==> config.mk <==
export PLATFORM = sky130hd
export DESIGN_NAME = loop_ctl
export DESIGN_NICKNAME = d
export VERILOG_FILES = /design/src/logic/loop_ctl_pkg.sv /design/src/logic/loop_ctl.sv
export SDC_FILE = /design/constraint.sdc
export NUM_CORES = 1
export LEC_CHECK = 0
export BUFFER_PORTS_ARGS = -buffer_cell sky130_fd_sc_hd__buf_2
export CORE_UTILIZATION = 40
export DETAILED_ROUTE_END_ITERATION = 6
export GPL_TIMING_DRIVEN = 0
export PLACE_DENSITY = 0.72
export SETUP_SLACK_MARGIN = 0.5
export SYNTH_ARGS = -nofsm -noshare
export SYNTH_HDL_FRONTEND = slang
export SYNTH_SLANG_ARGS = --single-unit
==> constraint.sdc <==
create_clock -name core_clk -period 6.05 [get_ports core_clk]
set_input_delay 0.605 -clock core_clk [delete_from_list [all_inputs] [get_ports core_clk]]
set_output_delay 0.605 -clock core_clk [all_outputs]
set_load 0.005 [all_outputs]
==> src/logic/loop_ctl_pkg.sv <==
/*
  Shared constants and types for the serial loop controller: register byte offsets,
  field positions, reset values, line patterns and the controller states.
  Assumes a 32-bit Avalon-MM register bus with byte addresses.
*/
package loop_ctl_pkg;

  localparam logic [4:0] OFF_LOOP_CONFIG = 5'h00;
  localparam logic [4:0] OFF_LOOP_STATUS = 5'h04;
  localparam logic [4:0] OFF_MAIN_STATUS = 5'h08;
  localparam logic [4:0] OFF_IRQ_MASK    = 5'h0c;
  localparam logic [4:0] OFF_TX_DATA     = 5'h10;

  localparam int unsigned CFG_LOOP_EN    = 1;
  localparam int unsigned CFG_ABORT_UR   = 2;
  localparam int unsigned CFG_MARK_IDLE  = 3;
  localparam int unsigned CFG_GO_ACTIVE  = 4;
  localparam int unsigned CFG_CRC_PRESET = 7;

  localparam int unsigned LST_ON_LOOP    = 1;
  localparam int unsigned LST_SENDING    = 4;
  localparam int unsigned LST_TX_FULL    = 8;

  localparam int unsigned EV_ABORT       = 0;
  localparam int unsigned EV_HUNT        = 1;
  localparam int unsigned EV_ON_LOOP     = 2;
  localparam int unsigned EV_SEND_DONE   = 3;
  localparam int unsigned EV_W           = 4;

  localparam logic [EV_W-1:0] RST_STATUS = 4'h0;
  localparam logic [EV_W-1:0] RST_MASK   = 4'h0;
  localparam logic [7:0]      RST_TXBUF  = 8'h00;

  localparam logic [7:0] FLAG_PATTERN = 8'h7e;
  localparam logic [7:0] EOP_PATTERN  = 8'hfe;
  localparam logic [2:0] ONES_BEFORE_SEVENTH = 3'h6;
  localparam logic [2:0] ONES_BEFORE_STUFF   = 3'h4;
  localparam logic [2:0] LAST_BIT_INDEX      = 3'h7;

  typedef struct packed {
    logic crc_preset;
    logic go_active;
    logic mark_idle;
    logic abort_ur;
    logic loop_en;
  } loop_cfg_t;

  localparam loop_cfg_t RST_CFG = 5'h00;

  typedef enum logic [2:0] {
    ST_IDLE  = 3'b000,
    ST_GATE  = 3'b001,
    ST_HUNT  = 3'b010,
    ST_SYNC  = 3'b011,
    ST_READY = 3'b100,
    ST_SEND  = 3'b101,
    ST_EXIT  = 3'b110
  } loop_state_t;

endpackage : loop_ctl_pkg

==> src/logic/loop_ctl.sv <==
/*
  Loop (ring) mode control of a bit-oriented serial channel acting as a secondary
  station: going on the loop, one-bit repeating, turning an end-of-poll into a flag,
  sending and closing frames, and leaving the loop.
  Assumes one 200 MHz clock, a bit clock and serial input arriving asynchronously,
  and an Avalon-MM master that honours waitrequest.
*/
// Summary of operation
// - Loop enable at bit 1, go-active-on-poll at bit 4 of loop configuration.
// - Loop status shows on-loop at bit 1 and loop-sending at bit 4.
// - Loop enable alone repeats input to output and preloads a flag to send.
// - With go-active, seven ones set abort, insert one-bit delay, set on-loop, hunt.
// - Sending needs a hunt-ending flag and then an end-of-poll 11111110 first.
// - Go-active on loop turns next end-of-poll into flag; sets abort, hunt, sending.
// - Early data gets one flag after the converted end-of-poll; else flags until data.
// - Go-active cleared before last byte; frame closes with one flag, repeating resumes.
// - Loop-sending clears after the closing flag has been shifted out.
// - Go-active still set at frame end keeps flags going until data or clear.
// - Abort-on-underrun and mark-idle settings are ignored in loop operation.
// - Loop enable cleared on loop: once any send has ended, seven ones end loop mode, set abort and hunt, clear on-loop.
// - Setting go-active is what enables the search for loop entry.
module loop_ctl #(
  parameter int unsigned ADDR_W = 5
) (
  input  wire logic              core_clk,      // 200 MHz core clock
  input  wire logic              rstn,          // asynchronous reset, active low
  input  wire logic [ADDR_W-1:0] address,       // Avalon byte address
  input  wire logic              read,          // Avalon read request
  input  wire logic              write,         // Avalon write request
  input  wire logic [31:0]       writedata,     // Avalon write data
  input  wire logic [3:0]        byteenable,    // Avalon byte enables
  output logic      [31:0]       readdata,      // Avalon read data
  output logic                   waitrequest,   // Avalon wait request
  input  wire logic              bit_clk,       // serial bit clock pin
  input  wire logic              serial_in,     // serial data from upstream
  output logic                   serial_out,    // serial data to downstream
  output logic                   irq            // level interrupt, active high
);

  if (ADDR_W < 5) begin : g_addr_check
    $error("ADDR_W must be at least 5");
  end

  logic                   rst_s1_ff;
  logic                   rst_n_ff;
  logic                   bclk_s1_ff;
  logic                   bclk_s2_ff;
  logic                   bclk_s3_ff;
  logic                   rxd_s1_ff;
  logic                   rxd_s2_ff;
  logic                   bit_stb;
  logic [7:0]             rx_sr_ff;
  logic [7:0]             nxt_rx_sr;
  logic [2:0]             ones_ff;
  logic                   rx_seven;
  logic                   delay_ff;
  loop_ctl_pkg::loop_state_t state_ff;
  loop_ctl_pkg::loop_state_t nxt_state;
  logic                   on_loop_ff;
  logic                   sending_ff;
  loop_ctl_pkg::loop_cfg_t cfg_ff;
  logic [loop_ctl_pkg::EV_W-1:0] status_ff;
  logic [loop_ctl_pkg::EV_W-1:0] mask_ff;
  logic [loop_ctl_pkg::EV_W-1:0] ev;
  logic [7:0]             txbuf_ff;
  logic                   txfull_ff;
  logic [7:0]             tx_sr_ff;
  logic [2:0]             tx_cnt_ff;
  logic [2:0]             tx_ones_ff;
  logic                   tx_data_ff;
  logic                   tx_stuff_ff;
  logic                   in_frame_ff;
  logic                   end_pend_ff;
  logic                   tx_bit_ff;
  logic                   tx_boundary;
  logic                   tx_load;
  logic                   eop_seen;
  logic                   bus_wr;
  logic                   wr_lane0;

  // Reset release is synchronised so that every flop leaves reset on the same edge.
  always_ff @(posedge core_clk or negedge rstn) begin
    if (!rstn) begin
      rst_s1_ff <= 1'b0;
      rst_n_ff  <= 1'b0;
    end else begin
      rst_s1_ff <= 1'b1;
      rst_n_ff  <= rst_s1_ff;
    end
  end

  always_ff @(posedge core_clk or negedge rst_n_ff) begin
    if (!rst_n_ff) begin
      bclk_s1_ff <= 1'b0;
      bclk_s2_ff <= 1'b0;
      bclk_s3_ff <= 1'b0;
      rxd_s1_ff  <= 1'b1;
      rxd_s2_ff  <= 1'b1;
    end else begin
      bclk_s1_ff <= bit_clk;
      bclk_s2_ff <= bclk_s1_ff;
      bclk_s3_ff <= bclk_s2_ff;
      rxd_s1_ff  <= serial_in;
      rxd_s2_ff  <= rxd_s1_ff;
    end
  end

  // Bits are taken on the rising bit clock; the bit clock must be well below core_clk/4.
  assign bit_stb   = bclk_s2_ff & ~bclk_s3_ff;
  assign nxt_rx_sr = {rxd_s2_ff, rx_sr_ff[7:1]};
  assign rx_seven  = bit_stb & rxd_s2_ff & (ones_ff == loop_ctl_pkg::ONES_BEFORE_SEVENTH);
  assign eop_seen  = bit_stb & (nxt_rx_sr == loop_ctl_pkg::EOP_PATTERN);

  always_ff @(posedge core_clk or negedge rst_n_ff) begin
    if (!rst_n_ff) begin
      rx_sr_ff <= 8'h00;
      ones_ff  <= 3'h0;
      delay_ff <= 1'b1;
    end else if (bit_stb) begin
      rx_sr_ff <= nxt_rx_sr;
      delay_ff <= rxd_s2_ff;
      if (!rxd_s2_ff) begin
        ones_ff <= 3'h0;
      end else if (ones_ff != 3'h7) begin
        ones_ff <= ones_ff + 3'h1;
      end
    end
  end

  always_comb begin
    nxt_state = state_ff;
    ev        = '0;
    case (state_ff)
      loop_ctl_pkg::ST_IDLE: begin
        if (cfg_ff.loop_en) begin
          nxt_state = loop_ctl_pkg::ST_GATE;
        end
      end
      loop_ctl_pkg::ST_GATE: begin
        if (!cfg_ff.loop_en) begin
          nxt_state = loop_ctl_pkg::ST_IDLE;
        end else if (cfg_ff.go_active && rx_seven) begin
          nxt_state                     = loop_ctl_pkg::ST_HUNT;
          ev[loop_ctl_pkg::EV_ABORT]    = 1'b1;
          ev[loop_ctl_pkg::EV_HUNT]     = 1'b1;
          ev[loop_ctl_pkg::EV_ON_LOOP]  = 1'b1;
        end
      end
      loop_ctl_pkg::ST_HUNT: begin
        if (!cfg_ff.loop_en) begin
          nxt_state = loop_ctl_pkg::ST_EXIT;
        end else if (bit_stb && nxt_rx_sr == loop_ctl_pkg::FLAG_PATTERN) begin
          nxt_state = loop_ctl_pkg::ST_SYNC;
        end
      end
      loop_ctl_pkg::ST_SYNC: begin
        if (!cfg_ff.loop_en) begin
          nxt_state = loop_ctl_pkg::ST_EXIT;
        end else if (eop_seen) begin
          nxt_state = loop_ctl_pkg::ST_READY;
        end
      end
      loop_ctl_pkg::ST_READY: begin
        if (!cfg_ff.loop_en) begin
          nxt_state = loop_ctl_pkg::ST_EXIT;
        end else if (cfg_ff.go_active && eop_seen) begin
          nxt_state                  = loop_ctl_pkg::ST_SEND;
          ev[loop_ctl_pkg::EV_ABORT] = 1'b1;
          ev[loop_ctl_pkg::EV_HUNT]  = 1'b1;
        end
      end
      loop_ctl_pkg::ST_SEND: begin
        if (bit_stb && end_pend_ff) begin
          nxt_state                      = loop_ctl_pkg::ST_READY;
          ev[loop_ctl_pkg::EV_SEND_DONE] = 1'b1;
        end
      end
      loop_ctl_pkg::ST_EXIT: begin
        if (rx_seven) begin
          nxt_state                  = loop_ctl_pkg::ST_IDLE;
          ev[loop_ctl_pkg::EV_ABORT] = 1'b1;
          ev[loop_ctl_pkg::EV_HUNT]  = 1'b1;
        end
      end
      default: begin
        nxt_state = loop_ctl_pkg::ST_IDLE;
      end
    endcase
  end

  always_ff @(posedge core_clk or negedge rst_n_ff) begin
    if (!rst_n_ff) begin
      state_ff   <= loop_ctl_pkg::ST_IDLE;
      on_loop_ff <= 1'b0;
      sending_ff <= 1'b0;
    end else begin
      state_ff <= nxt_state;
      if (ev[loop_ctl_pkg::EV_ON_LOOP]) begin
        on_loop_ff <= 1'b1;
      end else if (state_ff == loop_ctl_pkg::ST_EXIT && nxt_state == loop_ctl_pkg::ST_IDLE) begin
        on_loop_ff <= 1'b0;
      end
      if (state_ff == loop_ctl_pkg::ST_READY && nxt_state == loop_ctl_pkg::ST_SEND) begin
        sending_ff <= 1'b1;
      end else if (ev[loop_ctl_pkg::EV_SEND_DONE]) begin
        sending_ff <= 1'b0;
      end
    end
  end

  // The transmitter never consults abort-on-underrun or mark-idle: in loop operation an
  // underrun always closes with a flag and idle is always flags.
  assign tx_boundary = bit_stb && (state_ff == loop_ctl_pkg::ST_SEND) && !tx_stuff_ff
                       && (tx_cnt_ff == loop_ctl_pkg::LAST_BIT_INDEX);
  assign tx_load     = tx_boundary && txfull_ff;

  always_ff @(posedge core_clk or negedge rst_n_ff) begin
    if (!rst_n_ff) begin
      tx_sr_ff    <= loop_ctl_pkg::FLAG_PATTERN;
      tx_cnt_ff   <= 3'h0;
      tx_ones_ff  <= 3'h0;
      tx_data_ff  <= 1'b0;
      tx_stuff_ff <= 1'b0;
      in_frame_ff <= 1'b0;
      end_pend_ff <= 1'b0;
      tx_bit_ff   <= 1'b0;
    end else if (state_ff != loop_ctl_pkg::ST_SEND) begin
      tx_sr_ff    <= loop_ctl_pkg::FLAG_PATTERN;
      tx_cnt_ff   <= 3'h0;
      tx_ones_ff  <= 3'h0;
      tx_data_ff  <= 1'b0;
      tx_stuff_ff <= 1'b0;
      in_frame_ff <= 1'b0;
      end_pend_ff <= 1'b0;
      // The first bit sent stands in for the last one of the received end-of-poll,
      // so the poll leaves this station as a flag.
      tx_bit_ff   <= 1'b0;
    end else if (bit_stb) begin
      if (tx_stuff_ff) begin
        tx_bit_ff   <= 1'b0;
        tx_stuff_ff <= 1'b0;
        tx_ones_ff  <= 3'h0;
      end else begin
        tx_bit_ff <= tx_sr_ff[0];
        tx_cnt_ff <= tx_cnt_ff + 3'h1;
        tx_sr_ff  <= {1'b0, tx_sr_ff[7:1]};
        if (tx_data_ff && tx_sr_ff[0]) begin
          tx_ones_ff  <= tx_ones_ff + 3'h1;
          tx_stuff_ff <= (tx_ones_ff == loop_ctl_pkg::ONES_BEFORE_STUFF);
        end else begin
          tx_ones_ff <= 3'h0;
        end
        if (tx_boundary) begin
          if (txfull_ff) begin
            tx_sr_ff    <= txbuf_ff;
            tx_data_ff  <= 1'b1;
            in_frame_ff <= 1'b1;
          end else if (in_frame_ff) begin
            tx_sr_ff    <= loop_ctl_pkg::FLAG_PATTERN;
            tx_data_ff  <= 1'b0;
            in_frame_ff <= 1'b0;
          end else if (!cfg_ff.go_active) begin
            end_pend_ff <= 1'b1;
          end else begin
            tx_sr_ff   <= loop_ctl_pkg::FLAG_PATTERN;
            tx_data_ff <= 1'b0;
          end
        end
      end
    end
  end

  // Before loop enable and after loop exit the line idles at mark; the gate state is a straight repeat.
  always_ff @(posedge core_clk or negedge rst_n_ff) begin
    if (!rst_n_ff) begin
      serial_out <= 1'b1;
    end else begin
      case (state_ff)
        loop_ctl_pkg::ST_IDLE: serial_out <= 1'b1;
        loop_ctl_pkg::ST_GATE: serial_out <= rxd_s2_ff;
        loop_ctl_pkg::ST_SEND: serial_out <= tx_bit_ff;
        default:               serial_out <= delay_ff;
      endcase
    end
  end

  function automatic logic [31:0] reg_read(
    input logic [ADDR_W-1:0]           addr,
    input loop_ctl_pkg::loop_cfg_t     cfg,
    input logic                        on_loop,
    input logic                        sending,
    input logic                        txfull,
    input logic [loop_ctl_pkg::EV_W-1:0] status,
    input logic [loop_ctl_pkg::EV_W-1:0] mask
  );
    logic [31:0] val;
    val = 32'h0000_0000;
    case (addr)
      ADDR_W'(loop_ctl_pkg::OFF_LOOP_CONFIG): begin
        val[loop_ctl_pkg::CFG_LOOP_EN]    = cfg.loop_en;
        val[loop_ctl_pkg::CFG_ABORT_UR]   = cfg.abort_ur;
        val[loop_ctl_pkg::CFG_MARK_IDLE]  = cfg.mark_idle;
        val[loop_ctl_pkg::CFG_GO_ACTIVE]  = cfg.go_active;
        val[loop_ctl_pkg::CFG_CRC_PRESET] = cfg.crc_preset;
      end
      ADDR_W'(loop_ctl_pkg::OFF_LOOP_STATUS): begin
        val[loop_ctl_pkg::LST_ON_LOOP] = on_loop;
        val[loop_ctl_pkg::LST_SENDING] = sending;
        val[loop_ctl_pkg::LST_TX_FULL] = txfull;
      end
      ADDR_W'(loop_ctl_pkg::OFF_MAIN_STATUS): val[loop_ctl_pkg::EV_W-1:0] = status;
      ADDR_W'(loop_ctl_pkg::OFF_IRQ_MASK):    val[loop_ctl_pkg::EV_W-1:0] = mask;
      default:                                val = 32'h0000_0000;
    endcase
    return val;
  endfunction : reg_read

  // Every access takes one wait cycle; the write lands on the edge where the master
  // sees waitrequest low, so it is never applied twice.
  assign bus_wr   = write && !waitrequest;
  assign wr_lane0 = bus_wr && byteenable[0];

  always_ff @(posedge core_clk or negedge rst_n_ff) begin
    if (!rst_n_ff) begin
      waitrequest <= 1'b1;
      readdata    <= 32'h0000_0000;
    end else if ((read || write) && waitrequest) begin
      waitrequest <= 1'b0;
      readdata    <= reg_read(address, cfg_ff, on_loop_ff, sending_ff, txfull_ff,
                              status_ff, mask_ff);
    end else begin
      waitrequest <= 1'b1;
    end
  end

  always_ff @(posedge core_clk or negedge rst_n_ff) begin
    if (!rst_n_ff) begin
      cfg_ff  <= loop_ctl_pkg::RST_CFG;
      mask_ff <= loop_ctl_pkg::RST_MASK;
    end else if (wr_lane0) begin
      if (address == ADDR_W'(loop_ctl_pkg::OFF_LOOP_CONFIG)) begin
        cfg_ff.loop_en    <= writedata[loop_ctl_pkg::CFG_LOOP_EN];
        cfg_ff.abort_ur   <= writedata[loop_ctl_pkg::CFG_ABORT_UR];
        cfg_ff.mark_idle  <= writedata[loop_ctl_pkg::CFG_MARK_IDLE];
        cfg_ff.go_active  <= writedata[loop_ctl_pkg::CFG_GO_ACTIVE];
        cfg_ff.crc_preset <= writedata[loop_ctl_pkg::CFG_CRC_PRESET];
      end
      if (address == ADDR_W'(loop_ctl_pkg::OFF_IRQ_MASK)) begin
        mask_ff <= writedata[loop_ctl_pkg::EV_W-1:0];
      end
    end
  end

  // A new event outranks a write-one-to-clear in the same cycle.
  always_ff @(posedge core_clk or negedge rst_n_ff) begin
    if (!rst_n_ff) begin
      status_ff <= loop_ctl_pkg::RST_STATUS;
      irq       <= 1'b0;
    end else begin
      if (wr_lane0 && address == ADDR_W'(loop_ctl_pkg::OFF_MAIN_STATUS)) begin
        status_ff <= (status_ff & ~writedata[loop_ctl_pkg::EV_W-1:0]) | ev;
      end else begin
        status_ff <= status_ff | ev;
      end
      irq <= |(status_ff & mask_ff);
    end
  end

  // A full buffer is overwritten by a second write; software should wait for it to empty.
  always_ff @(posedge core_clk or negedge rst_n_ff) begin
    if (!rst_n_ff) begin
      txbuf_ff  <= loop_ctl_pkg::RST_TXBUF;
      txfull_ff <= 1'b0;
    end else if (wr_lane0 && address == ADDR_W'(loop_ctl_pkg::OFF_TX_DATA)) begin
      txbuf_ff  <= writedata[7:0];
      txfull_ff <= 1'b1;
    end else if (tx_load) begin
      txfull_ff <= 1'b0;
    end
  end

  property p_enter_loop;
    @(posedge core_clk) disable iff (!rst_n_ff)
      (state_ff == loop_ctl_pkg::ST_GATE && cfg_ff.loop_en && cfg_ff.go_active && rx_seven)
      |=> on_loop_ff && state_ff == loop_ctl_pkg::ST_HUNT
          && status_ff[loop_ctl_pkg::EV_ABORT];
  endproperty
  a_enter_loop: assert property (p_enter_loop) else $error("loop entry not taken");

  property p_gate_repeat;
    @(posedge core_clk) disable iff (!rst_n_ff)
      (state_ff == loop_ctl_pkg::ST_GATE) |=> serial_out == $past(rxd_s2_ff);
  endproperty
  a_gate_repeat: assert property (p_gate_repeat) else $error("gate path broken");

  property p_one_bit_delay;
    @(posedge core_clk) disable iff (!rst_n_ff)
      (state_ff == loop_ctl_pkg::ST_READY && bit_stb && nxt_state == loop_ctl_pkg::ST_READY)
      |=> ##1 serial_out == $past(rxd_s2_ff, 2);
  endproperty
  a_one_bit_delay: assert property (p_one_bit_delay) else $error("delay bit wrong");

  property p_no_send_early;
    @(posedge core_clk) disable iff (!rst_n_ff)
      (state_ff == loop_ctl_pkg::ST_HUNT || state_ff == loop_ctl_pkg::ST_SYNC)
      |=> state_ff != loop_ctl_pkg::ST_SEND;
  endproperty
  a_no_send_early: assert property (p_no_send_early) else $error("sent before sync");

  property p_start_send;
    @(posedge core_clk) disable iff (!rst_n_ff)
      (state_ff == loop_ctl_pkg::ST_READY && cfg_ff.loop_en && cfg_ff.go_active && eop_seen)
      |=> sending_ff && status_ff[loop_ctl_pkg::EV_ABORT] && status_ff[loop_ctl_pkg::EV_HUNT];
  endproperty
  a_start_send: assert property (p_start_send) else $error("poll not answered");

  property p_send_end;
    @(posedge core_clk) disable iff (!rst_n_ff)
      $fell(sending_ff) |-> state_ff == loop_ctl_pkg::ST_READY && !$past(in_frame_ff);
  endproperty
  a_send_end: assert property (p_send_end) else $error("sending cleared mid frame");

  property p_keep_flags;
    @(posedge core_clk) disable iff (!rst_n_ff)
      (tx_boundary && !txfull_ff && !in_frame_ff && cfg_ff.go_active)
      |=> sending_ff && tx_sr_ff == loop_ctl_pkg::FLAG_PATTERN && !end_pend_ff;
  endproperty
  a_keep_flags: assert property (p_keep_flags) else $error("flag fill missing");

  property p_leave_loop;
    @(posedge core_clk) disable iff (!rst_n_ff)
      (state_ff == loop_ctl_pkg::ST_EXIT && rx_seven)
      |=> !on_loop_ff && status_ff[loop_ctl_pkg::EV_HUNT] ##1 serial_out;
  endproperty
  a_leave_loop: assert property (p_leave_loop) else $error("loop exit wrong");

  property p_irq_level;
    @(posedge core_clk) disable iff (!rst_n_ff)
      ##1 irq == |($past(status_ff) & $past(mask_ff));
  endproperty
  a_irq_level: assert property (p_irq_level) else $error("irq level wrong");

endmodule : loop_ctl

==> reports/results.txt, run 1 <==
outcome -> completed
reg2reg path depth -> 5
Port Buf Inserts -> 27
post-synthesis sequential area ratio -> 0.531
Syn Std Cell Area -> 0.00352 mm^2
Pwr per Cell Area -> 259 mW/mm^2
crit-path max FO -> 9
first-iteration detailed-routing DRC count -> 132
die span in x -> 95.8 um
Final nets -> 450
CP Launch Type -> input pin
commonest cells after routing, fill and taps aside -> 62 x dfrtp_1, 57 x nand2_1, 29 x buf_2
CP Buf/Inv Count -> 1
first-pass GRT wire length -> 11,400 um
Slowest Stage Delay on Critical Path -> 0.67 ns
final cell count without fillers -> 506
Final period util -> 0.324
vias per cell -> 5.04
final setup fails -> 0
H-tree depth -> 3
IO Count -> 82
post-synthesis mux area share -> 0.0762
Crit. Startpoint -> address[3]
per-cell routed wire length -> 13.6 um
reg2reg setup slack -> 4.12 ns
endpoints failing hold -> 0
Resize count post-CTS -> 0
largest net degree at the start of global routing -> 73
residual DRC count -> 0
CP max stage cell -> nor4_1
worst-path cell chain -> clkbuf_1, nor4_1, nand2_1, mux2_2
fraction of final layout cells sized beyond drive strength 1 -> 0.262
final wirelength -> 6880 um
Inst Count DP -> 489
Post-DRT Antenna Nets -> 0
Fmax -> 510 MHz
worst rel slew slack -> 0.396
Final WS setup -> 4.09 ns
r2r startpoint -> state_ff[2]
area grow syn2layout -> 16.5%
RSZ-0062 raised after global routing -> no
worst slew pin tran -> 0.905 ns
reg2reg end -> tx_sr_ff[5]
commonest non-fill, non-tap cell in the layout -> dfrtp_1
crit path kind -> input pin to flip-flop
post-CTS setup buffer count -> 0
die area -> 0.00917 mm^2
Worst EP arrival -> 2.19 ns
ant diodes -> 0
Avg Inst Size Synth -> 10.6 um^2
Levels on crit path -> 4
Post-Synth Simple-Gate Area -> 0.167
grt ovf -> 0
Std-Cell Rows -> 33
Min Clock Period, post-route -> 1.96 ns
layout filler cell count -> 767
die height -> 95.8 um
Worst Skew -> 0.0137 ns
vias -> 2,550
worst path required time -> 6.28 ns
Worst-path clk slew -> 0.08 ns
Clock Sinks -> 74
combinational family with the most area after synthesis -> simple AND/OR/NAND/NOR gates
vias in the first global route -> 2,454
Yosys reg bits -> 74
Yosys warning total -> 0
GPL Wtd Cong -> 0.859
FFs w/ async S/R, synth -> 1.00
Clock Latency Late Sink -> 0.35 ns
EDFF count, synth -> 0
floorplan core area -> 0.00834 mm^2
setup TNS -> 0 ns
total track usage -> 0.164
TritonCTS clock tree -> yes
Critical Path End Type -> flip-flop
Clock Root Buffer -> clkbuf_8
CP delay by family, top -> simple AND/OR/NAND/NOR gates
Final Slew Violations -> 0
hold crit path type -> flip-flop to flip-flop
Compound-Gate Fraction of Synth Area -> 0.120
Synth Flop Type -> dfrtp_1
DP Worst Slack -> 3.78 ns
Worst Hold Slack -> 0.354 ns
area share of xor/xnor cells in the synthesized design -> 0.00249
Layout Utilization -> 0.491
cts bufs inserted -> 9
maxcap violations -> 0
post-synthesis adder-cell area fraction -> 0.0249
CTS Buffer Depth -> 2
initial antenna violation count -> 0
maximum vdd drop -> 136 uV
initial core utilization -> 0.422
Post-DP HPWL -> 4740 um
Pre-Repair DR Iteration Count -> 4
Gate Count Post-Synth -> 333
distinct cell type count after synthesis -> 50
LEAKAGE -> 1.97 nW
crit path to -> cfg_ff[0]
routing by layer:
layer  part of all wire  vias up  GRT usage
li1                   -     1250          -
met1               0.47     1230      0.213
met2               0.48       57      0.256
met3              0.041       13     0.0498
met4              0.016        0     0.0659
met5                  0        -          0
sequential cells by signal (all words and copies together), names as in the netlist, 3 cells and up:
| register | count |
|---|---|
| tx_sr_ff | 8 |
| rx_sr_ff | 7 |
| state_ff | 3 |
| txbuf_ff | 8 |
| tx_cnt_ff | 3 |
| tx_ones_ff | 3 |
| status_ff | 4 |
| readdata | 7 |
| ones_ff | 3 |
| mask_ff | 4 |
| cfg_ff | 5 |
worst min path at each step:
stage / startpoint / slack [ns] / cells past startpoint / endpoint
2_1_floorplan: rstn / 0.31 / 0 / rst_n_ff
3_3_place_gp: rst_s1_ff / 0.34 / 0 / rst_n_ff
3_5_place_dp: rst_s1_ff / 0.34 / 0 / rst_n_ff
4_1_cts: serial_in / 0.34 / 1 / rxd_s1_ff
5_1_grt: serial_in / 0.34 / 1 / rxd_s1_ff
6_report: rxd_s1_ff / 0.35 / 0 / rxd_s2_ff
worst reg2reg max path: stages, from the launching register on:
cell and delay, ns:
dfrtp_1 0.33, clkbuf_1 0.30, nand3b_1 0.37, or3_1 0.46
buf_2 0.16, o221a_1 0.25
cells by family (layout without fill, tap and decap cells):
logic type      after synthesis  in the layout
buf+inv                      46             90
flops                        74             74
other cells                   2             26
simple gates                117            117
fa+ha+maj                     7              7
compound gates               63             63
mux                          23             23
xor+xnor                      1              1
layout make-up:
type,count,area [um^2],area share
buffer,37,235,0.0574
clock buffer,10,138,0.0336
clock inverter,6,72.6,0.0177
inverter,9,33.8,0.00825
multi-input combinational,237,1470,0.359
sequential,74,1870,0.456
tap,105,131,0.0321
timing repair buffer,28,145,0.0354
synthesized netlist by cell type, types with 2 or more instances:
library cell,number,area share
or3_1,7,0.012
o31ai_1,2,0.0043
dfstp_2,11,0.082
ha_1,7,0.025
mux2_2,20,0.064
buf_2,2,0.0028
nand2b_1,5,0.0089
a22oi_1,6,0.013
nor2b_1,2,0.0036
nor3_1,7,0.010
nor2_1,11,0.012
a31oi_1,2,0.0036
buf_4,25,0.053
o22ai_1,2,0.0036
a22o_1,2,0.0050
o221a_1,5,0.016
nand2_1,57,0.061
clkbuf_1,10,0.011
a32o_1,2,0.0057
inv_1,9,0.0096
nand3_1,3,0.0043
nand4_1,3,0.0053
dfrtp_1,63,0.45
a211o_1,2,0.0050
nand3b_1,6,0.013
a21oi_1,13,0.019
a21o_1,2,0.0043
conb_1,2,0.0021
and2_1,3,0.0053
o2bb2ai_1,2,0.0050
o21ai_0,19,0.027
nand4b_1,2,0.0050
mux2i_1,2,0.0057
where the power goes:
| part | switching [W] | total (W) | internal (W) | leakage, nW |
|---|---|---|---|---|
| Combinational | 0.0000469 | 0.0000949 | 0.0000480 | 0.921 |
| Sequential | 0.0000335 | 0.000562 | 0.000529 | 0.943 |
| Clock | 0.000197 | 0.000403 | 0.000206 | 0.103 |
| Total | 0.000278 | 0.00106 | 0.000783 | 1.97 |
per-stage QoR:
| stage | power, W | instance area [um^2] |
|---|---|---|
| after floorplan | 0.000632 | 3610 |
| after global placement | 0.000660 | 3870 |
| after detailed placement | 0.000666 | 3880 |
| after CTS | 0.00107 | 4100 |
| after global routing | 0.00111 | 4100 |
| final | 0.00106 | 4100 |
repair_timing:
| item | 4_1_cts | 5_1_grt |
|---|---|---|
| hold buffers | 1 | 0 |
| endpoints found under the hold margin | 2 | 0 |
| setup endpoints to repair | 0 | 0 |
Note: power is estimated with default switching activity, not from simulation.
==> run 2: changes to the inputs <==
--- a/config.mk
+++ b/config.mk
@@ -5,11 +5,12 @@
 export SDC_FILE = /design/constraint.sdc
 export NUM_CORES = 1
 export LEC_CHECK = 0
+export ABC_AREA = 1
 export BUFFER_PORTS_ARGS = -buffer_cell sky130_fd_sc_hd__buf_2
 export CORE_UTILIZATION = 40
 export DETAILED_ROUTE_END_ITERATION = 6
 export GPL_TIMING_DRIVEN = 0
-export PLACE_DENSITY = 0.72
+export PLACE_DENSITY = 0.74
 export SETUP_SLACK_MARGIN = 0.5
 export SYNTH_ARGS = -nofsm -noshare
 export SYNTH_HDL_FRONTEND = slang
==> constraint.sdc (replaced) <==
create_clock -name core_clk -period 1.75 [get_ports core_clk]
set_input_delay 0.175 -clock core_clk [delete_from_list [all_inputs] [get_ports core_clk]]
set_output_delay 0.175 -clock core_clk [all_outputs]
set_load 0.005 [all_outputs]
==> reports/results.txt, run 2 <==
outcome -> finished with violations
violated checks -> DRC
Synth area leaders -> dfrtp_1 42%, nand2_1 12%, dfstp_2 7.8%
Yosys top cell by area -> dfrtp_1
Pwr per Cell Area -> 823 mW/mm^2 (+220%)
Worst-path clk slew -> 0.08 ns (about the same)
crit path kind -> flip-flop to flip-flop
per-cell routed wire length -> 13.1 um (-3.6%)
Clock Sinks -> 74 (unchanged)
Min Clock Period, post-route -> 1.40 ns
distinct cell type count after synthesis -> 38 (-24%)
FFs w/ async S/R, synth -> 1.00 (unchanged)
Inst Count DP -> 599 (+22%)
first-iteration detailed-routing DRC count -> 127 (-3.8%)
placed cell area -> 0.00410 mm^2 (+5.6%)
ant diodes -> 0 (unchanged)
Net Sw Frac -> 0.277 (+0.0154)
Final period util -> 0.798
Post-DRT Antenna Nets -> 0 (unchanged)
Clock Latency Late Sink -> 0.36 ns (about the same)
hold crit path type -> input pin to flip-flop
Syn Std Cell Area -> 0.00372 mm^2 (+5.8%)
worst path required time -> 2.01 ns (-4.27 ns)
grt ovf -> 0 (unchanged)
IO Count -> 82 (unchanged)
maximum vdd drop -> 462 uV (+240%)
Worst Hold Slack -> 0.0651 ns (-0.289 ns)
Layout Utilization -> 0.554 (+0.0627)
Worst Skew -> 0.0102 ns (-0.00355 ns)
TritonCTS clock tree -> yes
NetSw -> 0.00112 W (+300%)
crit-path max FO -> 6 (-3)
area share of xor/xnor cells in the synthesized design -> 0.00235 (-0.000137)
cts bufs inserted -> 9 (unchanged)
Final nets -> 590 (+31%)
post-synthesis sequential area ratio -> 0.501 (-0.0293)
die span in x -> 98.5 um (+2.8%)
die height -> 98.5 um (+2.8%)
final cell count without fillers -> 649 (+28%)
Std-Cell Rows -> 34 (+3.0%)
initial antenna violation count -> 0 (unchanged)
Synth top area share -> 0.424 (-0.0247)
post-synthesis mux area share -> 0 (-0.0762)
commonest cells after routing, fill and taps aside -> 111 x nand2_1, 61 x dfrtp_1, 44 x buf_4
worst slew pin tran -> 0.536 ns (-0.369 ns)
H-tree depth -> 3 (unchanged)
die area -> 0.00969 mm^2 (+5.7%)
Synth Flop Type -> dfrtp_1
total track usage -> 0.177 (+0.0132)
area grow syn2layout -> 31.7%
GPL Wtd Cong -> 0.884 (+3.0%)
Finished Cell Area -> 0.00490 mm^2 (+20%)
combinational family with the most area after synthesis -> simple AND/OR/NAND/NOR gates
Post-DP HPWL -> 5310 um (+12%)
fraction of final layout cells sized beyond drive strength 1 -> 0.357 (+0.0949)
Gate Count Post-Synth -> 438 (+32%)
Post-Synth Simple-Gate Area -> 0.253 (+0.0860)
clock share of power -> 0.373 (-0.007)
most common cell in the synthesized netlist -> nand2_1
Worst EP arrival -> 1.66 ns (-0.53 ns)
Seq pwr share -> 0.486 (-0.044)
CTS Buffer Depth -> 2 (unchanged)
Pre-Repair DR Iteration Count -> 7 (+3)
first-pass GRT wire length -> 13,500 um (+19%)
CP Launch Type -> flip-flop
top flop regs -> tx_sr_ff (8), txbuf_ff (8)
layout filler cell count -> 746 (-2.7%)
RSZ-0062 raised after global routing -> yes
residual DRC count -> 5 (+5)
floorplan core area -> 0.00885 mm^2 (+6.1%)
Reg area -> 0.00187 mm^2 (about the same)
initial core utilization -> 0.421 (-0.00101)
LEAKAGE -> 2.46 nW (+25%)
Yosys warning total -> 0 (unchanged)
vias in the first global route -> 3,039 (+24%)
worst rel slew slack -> 0.642 (+0.246)
Yosys reg bits -> 74 (unchanged)
largest net degree at the start of global routing -> 73 (unchanged)
Final Slew Violations -> 0 (unchanged)
final setup fails -> 0 (unchanged)
vias per cell -> 4.87 (-3.4%)
endpoints failing hold -> 0 (unchanged)
Critical Path End Type -> flip-flop
Port Buf Inserts -> 29 (+7.4%)
EDFF count, synth -> 0 (unchanged)
top post-synthesis cells by count -> 120 x nand2_1, 63 x dfrtp_1, 51 x inv_1
Clock Root Buffer -> clkbuf_8
final wirelength -> 8510 um (+24%)
Internal Pwr Total -> 0.00292 W (+270%)
commonest non-fill, non-tap cell in the layout -> nand2_1
maxcap violations -> 0 (unchanged)
Compound-Gate Fraction of Synth Area -> 0.102 (-0.0184)
Gate power share -> 0.141 (+0.051)
area occupied by multi-input gates -> 0.00175 mm^2 (+19%)
Fmax -> 716 MHz
post-synthesis adder-cell area fraction -> 0.0235 (-0.00137)
Avg Inst Size Synth -> 8.50 um^2 (-20%)
setup TNS -> 0 ns (unchanged)
vias -> 3,158 (+24%)
run 2: cell types whose count changed after synthesis, moves of 7 or more:
cell,change
nand2_1,+63
inv_1,+42
o21ai_0,+30
nand3_1,+28
mux2_2,-20
a21oi_1,-10
clkbuf_1,-8
or3_1,-7
run 2: logic make-up after synthesis:
logic type | after synthesis
simple gates | 201
buf+inv | 86
flops | 74
compound gates | 67
fa+ha+maj | 7
other cells | 2
xor+xnor | 1
run 2: per-stage QoR:
stage	total power [W]	worst slack [ns]
2_1_floorplan	0.00227	0.501
5_1_grt	0.00422	0.252
3_3_place_gp	0.00239	0.0599
6_report	0.00403	0.354
4_1_cts	0.00397	0.345
3_5_place_dp	0.00241	0.228
run 2: cell type report:
class / count / share of cell area
Buffer: 31 / 0.0490
Clock buffer: 9 / 0.0253
Clock inverter: 7 / 0.0209
Inverter: 55 / 0.0449
Multi-Input combinational cell: 302 / 0.356
Sequential cell: 74 / 0.382
Tap cell: 108 / 0.0276
Timing Repair Buffer: 63 / 0.0942
run 2: worst paths after layout:
| kind | from | endpoint | slack [ns] | cells after the start |
|---|---|---|---|---|
| min in group asynchronous | rstn | rst_n_ff | 0.13 | 2 |
| worst min-delay path | read | waitrequest | 0.07 | 2 |
| worst min register to register | rst_n_ff | bclk_s2_ff | 0.31 | 0 |
| worst max register to register | tx_cnt_ff[0] | in_frame_ff | 0.35 | 7 |
| worst max-delay path | tx_cnt_ff[0] | in_frame_ff | 0.35 | 7 |
| max in group asynchronous | rst_n_ff | tx_sr_ff[3] | 0.79 | 1 |
run 2: metal layers:
| layer | vias up | track usage | part of all wire | routed length [um] |
|---|---|---|---|---|
| met2 | 111 | 0.304 | 0.49 | 4200 |
| met3 | 23 | 0.0397 | 0.058 | 490 |
| met5 | - | 0 | 0 | 0 |
| met1 | 1476 | 0.214 | 0.43 | 3650 |
| met4 | 0 | 0.0781 | 0.021 | 176 |
| li1 | 1548 | - | - | - |
run 2: critical path: stages (launching register included):
cell     delay [ns]
dfrtp_1        0.40
ha_2           0.20
ha_4           0.17
inv_4          0.07
nor2_8         0.05
buf_6          0.12
buf_6          0.10
o31ai_2        0.18
run 2: power groups by stage:
| stage | Clock [W] | Combinational [W] | Sequential, W |
|---|---|---|---|
| 2_1_floorplan | 0 | 0.000299 | 0.00197 |
| 3_5_place_dp | 0 | 0.000415 | 0.00200 |
| 3_3_place_gp | 0 | 0.000397 | 0.00199 |
| 4_1_cts | 0.00153 | 0.000477 | 0.00196 |
| 6_report | 0.00150 | 0.000570 | 0.00196 |
| 5_1_grt | 0.00160 | 0.000641 | 0.00197 |
run 2: timing repair:
| action | 4_1_cts | 5_1_grt |
|---|---|---|
| hold endpoints to repair | 4 | 0 |
| cloned | 1 | 0 |
| buffers inserted | 19 | 11 |
| resized for setup | 45 | 54 |
| pin swaps | 17 | 25 |
| hold buffers | 3 | 0 |
| setup endpoints to repair | 45 | 48 |
==> run 3: changes to the inputs <==
--- a/config.mk
+++ b/config.mk
@@ -5,12 +5,12 @@
 export SDC_FILE = /design/constraint.sdc
 export NUM_CORES = 1
 export LEC_CHECK = 0
-export ABC_AREA = 1
+export ABC_AREA = 0
 export BUFFER_PORTS_ARGS = -buffer_cell sky130_fd_sc_hd__buf_2
 export CORE_UTILIZATION = 40
 export DETAILED_ROUTE_END_ITERATION = 6
 export GPL_TIMING_DRIVEN = 0
-export PLACE_DENSITY = 0.74
+export PLACE_DENSITY = 0.72
 export SETUP_SLACK_MARGIN = 0.5
 export SYNTH_ARGS = -nofsm -noshare
 export SYNTH_HDL_FRONTEND = slang
==> constraint.sdc (replaced) <==
create_clock -name core_clk -period 1.3 [get_ports core_clk]
set_input_delay 0.13 -clock core_clk [delete_from_list [all_inputs] [get_ports core_clk]]
set_output_delay 0.13 -clock core_clk [all_outputs]
set_load 0.005 [all_outputs]
==> reports/results.txt, run 3 (same netlist as run 1, synthesis figures left out) <==
Pre-Repair DR Iteration Count -> 4 (-3)
maximum vdd drop -> 505 uV (+9.3%)
Net Sw Frac -> 0.254 (-0.0230)
Layout Utilization -> 0.647 (+0.0936)
LEAKAGE -> 2.65 nW (+8.0%)
worst slew pin tran -> 0.775 ns (+0.238 ns)
violated checks -> setup timing
Final Slew Violations -> 0 (unchanged)
top flop regs -> tx_sr_ff (8), txbuf_ff (8)
CP max stage cell -> or3_1
worst rel slew slack -> 0.482 (-0.160)
Port Buf Inserts -> 27 (-6.9%)
RSZ-0062 raised after global routing -> yes
final wirelength -> 9260 um (+8.8%)
hold crit path type -> input pin to flip-flop
outcome -> finished with violations
area grow syn2layout -> 53.6%
Fmax -> 573 MHz (-20%)
initial core utilization -> 0.422 (+0.00101)
Finished Cell Area -> 0.00540 mm^2 (+10%)
Clock Latency Late Sink -> 0.35 ns (about the same)
Final nets -> 510 (-14%)
fraction of final layout cells sized beyond drive strength 1 -> 0.573 (+0.216)
ant diodes -> 0 (unchanged)
vias -> 2,964 (-6.1%)
commonest cells after routing, fill and taps aside -> 58 x dfrtp_1, 56 x buf_4, 28 x buf_2
Post-DP HPWL -> 5040 um (-5.2%)
total track usage -> 0.212 (+0.0348)
Post-DRT Antenna Nets -> 0 (unchanged)
die height -> 95.8 um (-2.7%)
Std-Cell Rows -> 33 (-2.9%)
worst path required time -> 1.57 ns (-0.44 ns)
first-pass GRT wire length -> 14,500 um (+7.3%)
Min Clock Period, post-route -> 1.75 ns (+0.350 ns)
NetSw -> 0.00146 W (+31%)
commonest non-fill, non-tap cell in the layout -> dfrtp_1
Pwr per Cell Area -> 1060 mW/mm^2 (+29%)
Worst-path clk slew -> 0.08 ns (about the same)
TritonCTS clock tree -> yes
maxcap violations -> 0 (unchanged)
Critical Path End Type -> flip-flop
initial antenna violation count -> 0 (unchanged)
Gate power share -> 0.157 (+0.016)
die area -> 0.00917 mm^2 (-5.4%)
worst-path cell chain -> or3_1, and2_4, or3_1, buf_6, o221a_1
Pwr Total -> 0.00575 W (+42%)
floorplan core area -> 0.00834 mm^2 (-5.7%)
vias in the first global route -> 2,910 (-4.2%)
H-tree depth -> 3 (unchanged)
setup TNS -> -9.27 ns (-9.27 ns)
cts bufs inserted -> 9 (unchanged)
most used cell, CP -> or3_1
vias per cell -> 5.24 (+7.6%)
Clock Root Buffer -> clkbuf_8
die span in x -> 95.8 um (-2.7%)
CP Buf/Inv Count -> 1 (-2)
Internal Pwr Total -> 0.00429 W (+47%)
Seq pwr share -> 0.455 (-0.031)
IO Count -> 82 (unchanged)
first-iteration detailed-routing DRC count -> 133 (+4.7%)
crit-path max FO -> 6 (unchanged)
endpoints failing hold -> 0 (unchanged)
Clock Sinks -> 74 (unchanged)
clock share of power -> 0.388 (+0.015)
Final WS setup -> -0.447 ns (-0.800 ns)
Worst Skew -> 0.00921 ns (-0.000946 ns)
residual DRC count -> 0 (-5)
crit path kind -> flip-flop to flip-flop
placed cell area -> 0.00422 mm^2 (+3.0%)
grt ovf -> 0 (unchanged)
GPL Wtd Cong -> 0.783 (-12%)
CTS Buffer Depth -> 2 (unchanged)
CP delay by family, top -> simple AND/OR/NAND/NOR gates
Slowest Stage Delay on Critical Path -> 0.42 ns (+0.02 ns)
per-cell routed wire length -> 16.4 um (+25%)
Final period util -> 1.34 (+0.546)
final setup fails -> 55 (+55)
largest net degree at the start of global routing -> 37 (-49%)
Worst EP arrival -> 2.02 ns (+0.36 ns)
CP Launch Type -> flip-flop
==> run 3: path summary, 6_finish.rpt <==
kind	start	slack (ns)	end	cells after the start
worst min register to register	rst_n_ff	0.18	cfg_ff[3]	0
worst max-delay path	in_frame_ff	-0.45	tx_sr_ff[2]	5
min in group asynchronous	rstn	0.09	rst_n_ff	2
worst max register to register	in_frame_ff	-0.45	tx_sr_ff[2]	5
worst min-delay path	writedata[6]	0.006	txbuf_ff[6]	2
max in group asynchronous	rst_n_ff	0.58	serial_out	1
==> run 3: power groups by stage <==
stage / clock [W] / sequential [W] / combinational [W]
after CTS: 0.00225 / 0.00259 / 0.000770
after detailed placement: 0 / 0.00267 / 0.000543
final: 0.00223 / 0.00261 / 0.000902
after global routing: 0.00238 / 0.00263 / 0.000978
after global placement: 0 / 0.00267 / 0.000527
after floorplan: 0 / 0.00263 / 0.000423
==> run 3: timing repair <==
action | 4_1_cts | 5_1_grt
gates cloned | 4 | 0
hold buffers | 4 | 0
hold endpoints to repair | 5 | 0
setup buffers | 35 | 18
endpoints found under the setup margin | 148 | 77
resized for setup | 59 | 49
pin swaps | 41 | 28
==> run 3: layer usage <==
layer  track usage  wire length [um]  vias up
met3        0.0395               353       25
met2         0.347              4660       82
met4        0.0995               277        0
li1              -                 -     1378
met5             0                 0        -
met1         0.272              3970     1479
==> run 3: layout make-up <==
| class | count | area (um^2) |
|---|---|---|
| buffer | 37 | 354 |
| clock buffer | 10 | 138 |
| clock inverter | 6 | 113 |
| fill | 595 | 2940 |
| inverter | 9 | 36.3 |
| multi-input combinational | 238 | 2030 |
| sequential | 74 | 1870 |
| tap | 105 | 131 |
| timing repair buffer | 87 | 722 |
==> run 3: metrics by stage <==
| step | setup slack (ns) | hold WS (ns) | cells |
|---|---|---|---|
| 2_1_floorplan | -0.352 | -0.166 | 357 |
| 3_3_place_gp | -0.503 | -0.0848 | 489 |
| 3_5_place_dp | -0.515 | -0.0819 | 489 |
| 4_1_cts | -0.376 | 0.00106 | 548 |
| 5_1_grt | -0.459 | 0.00137 | 566 |
| 6_report | -0.447 | 0.00605 | 566 |
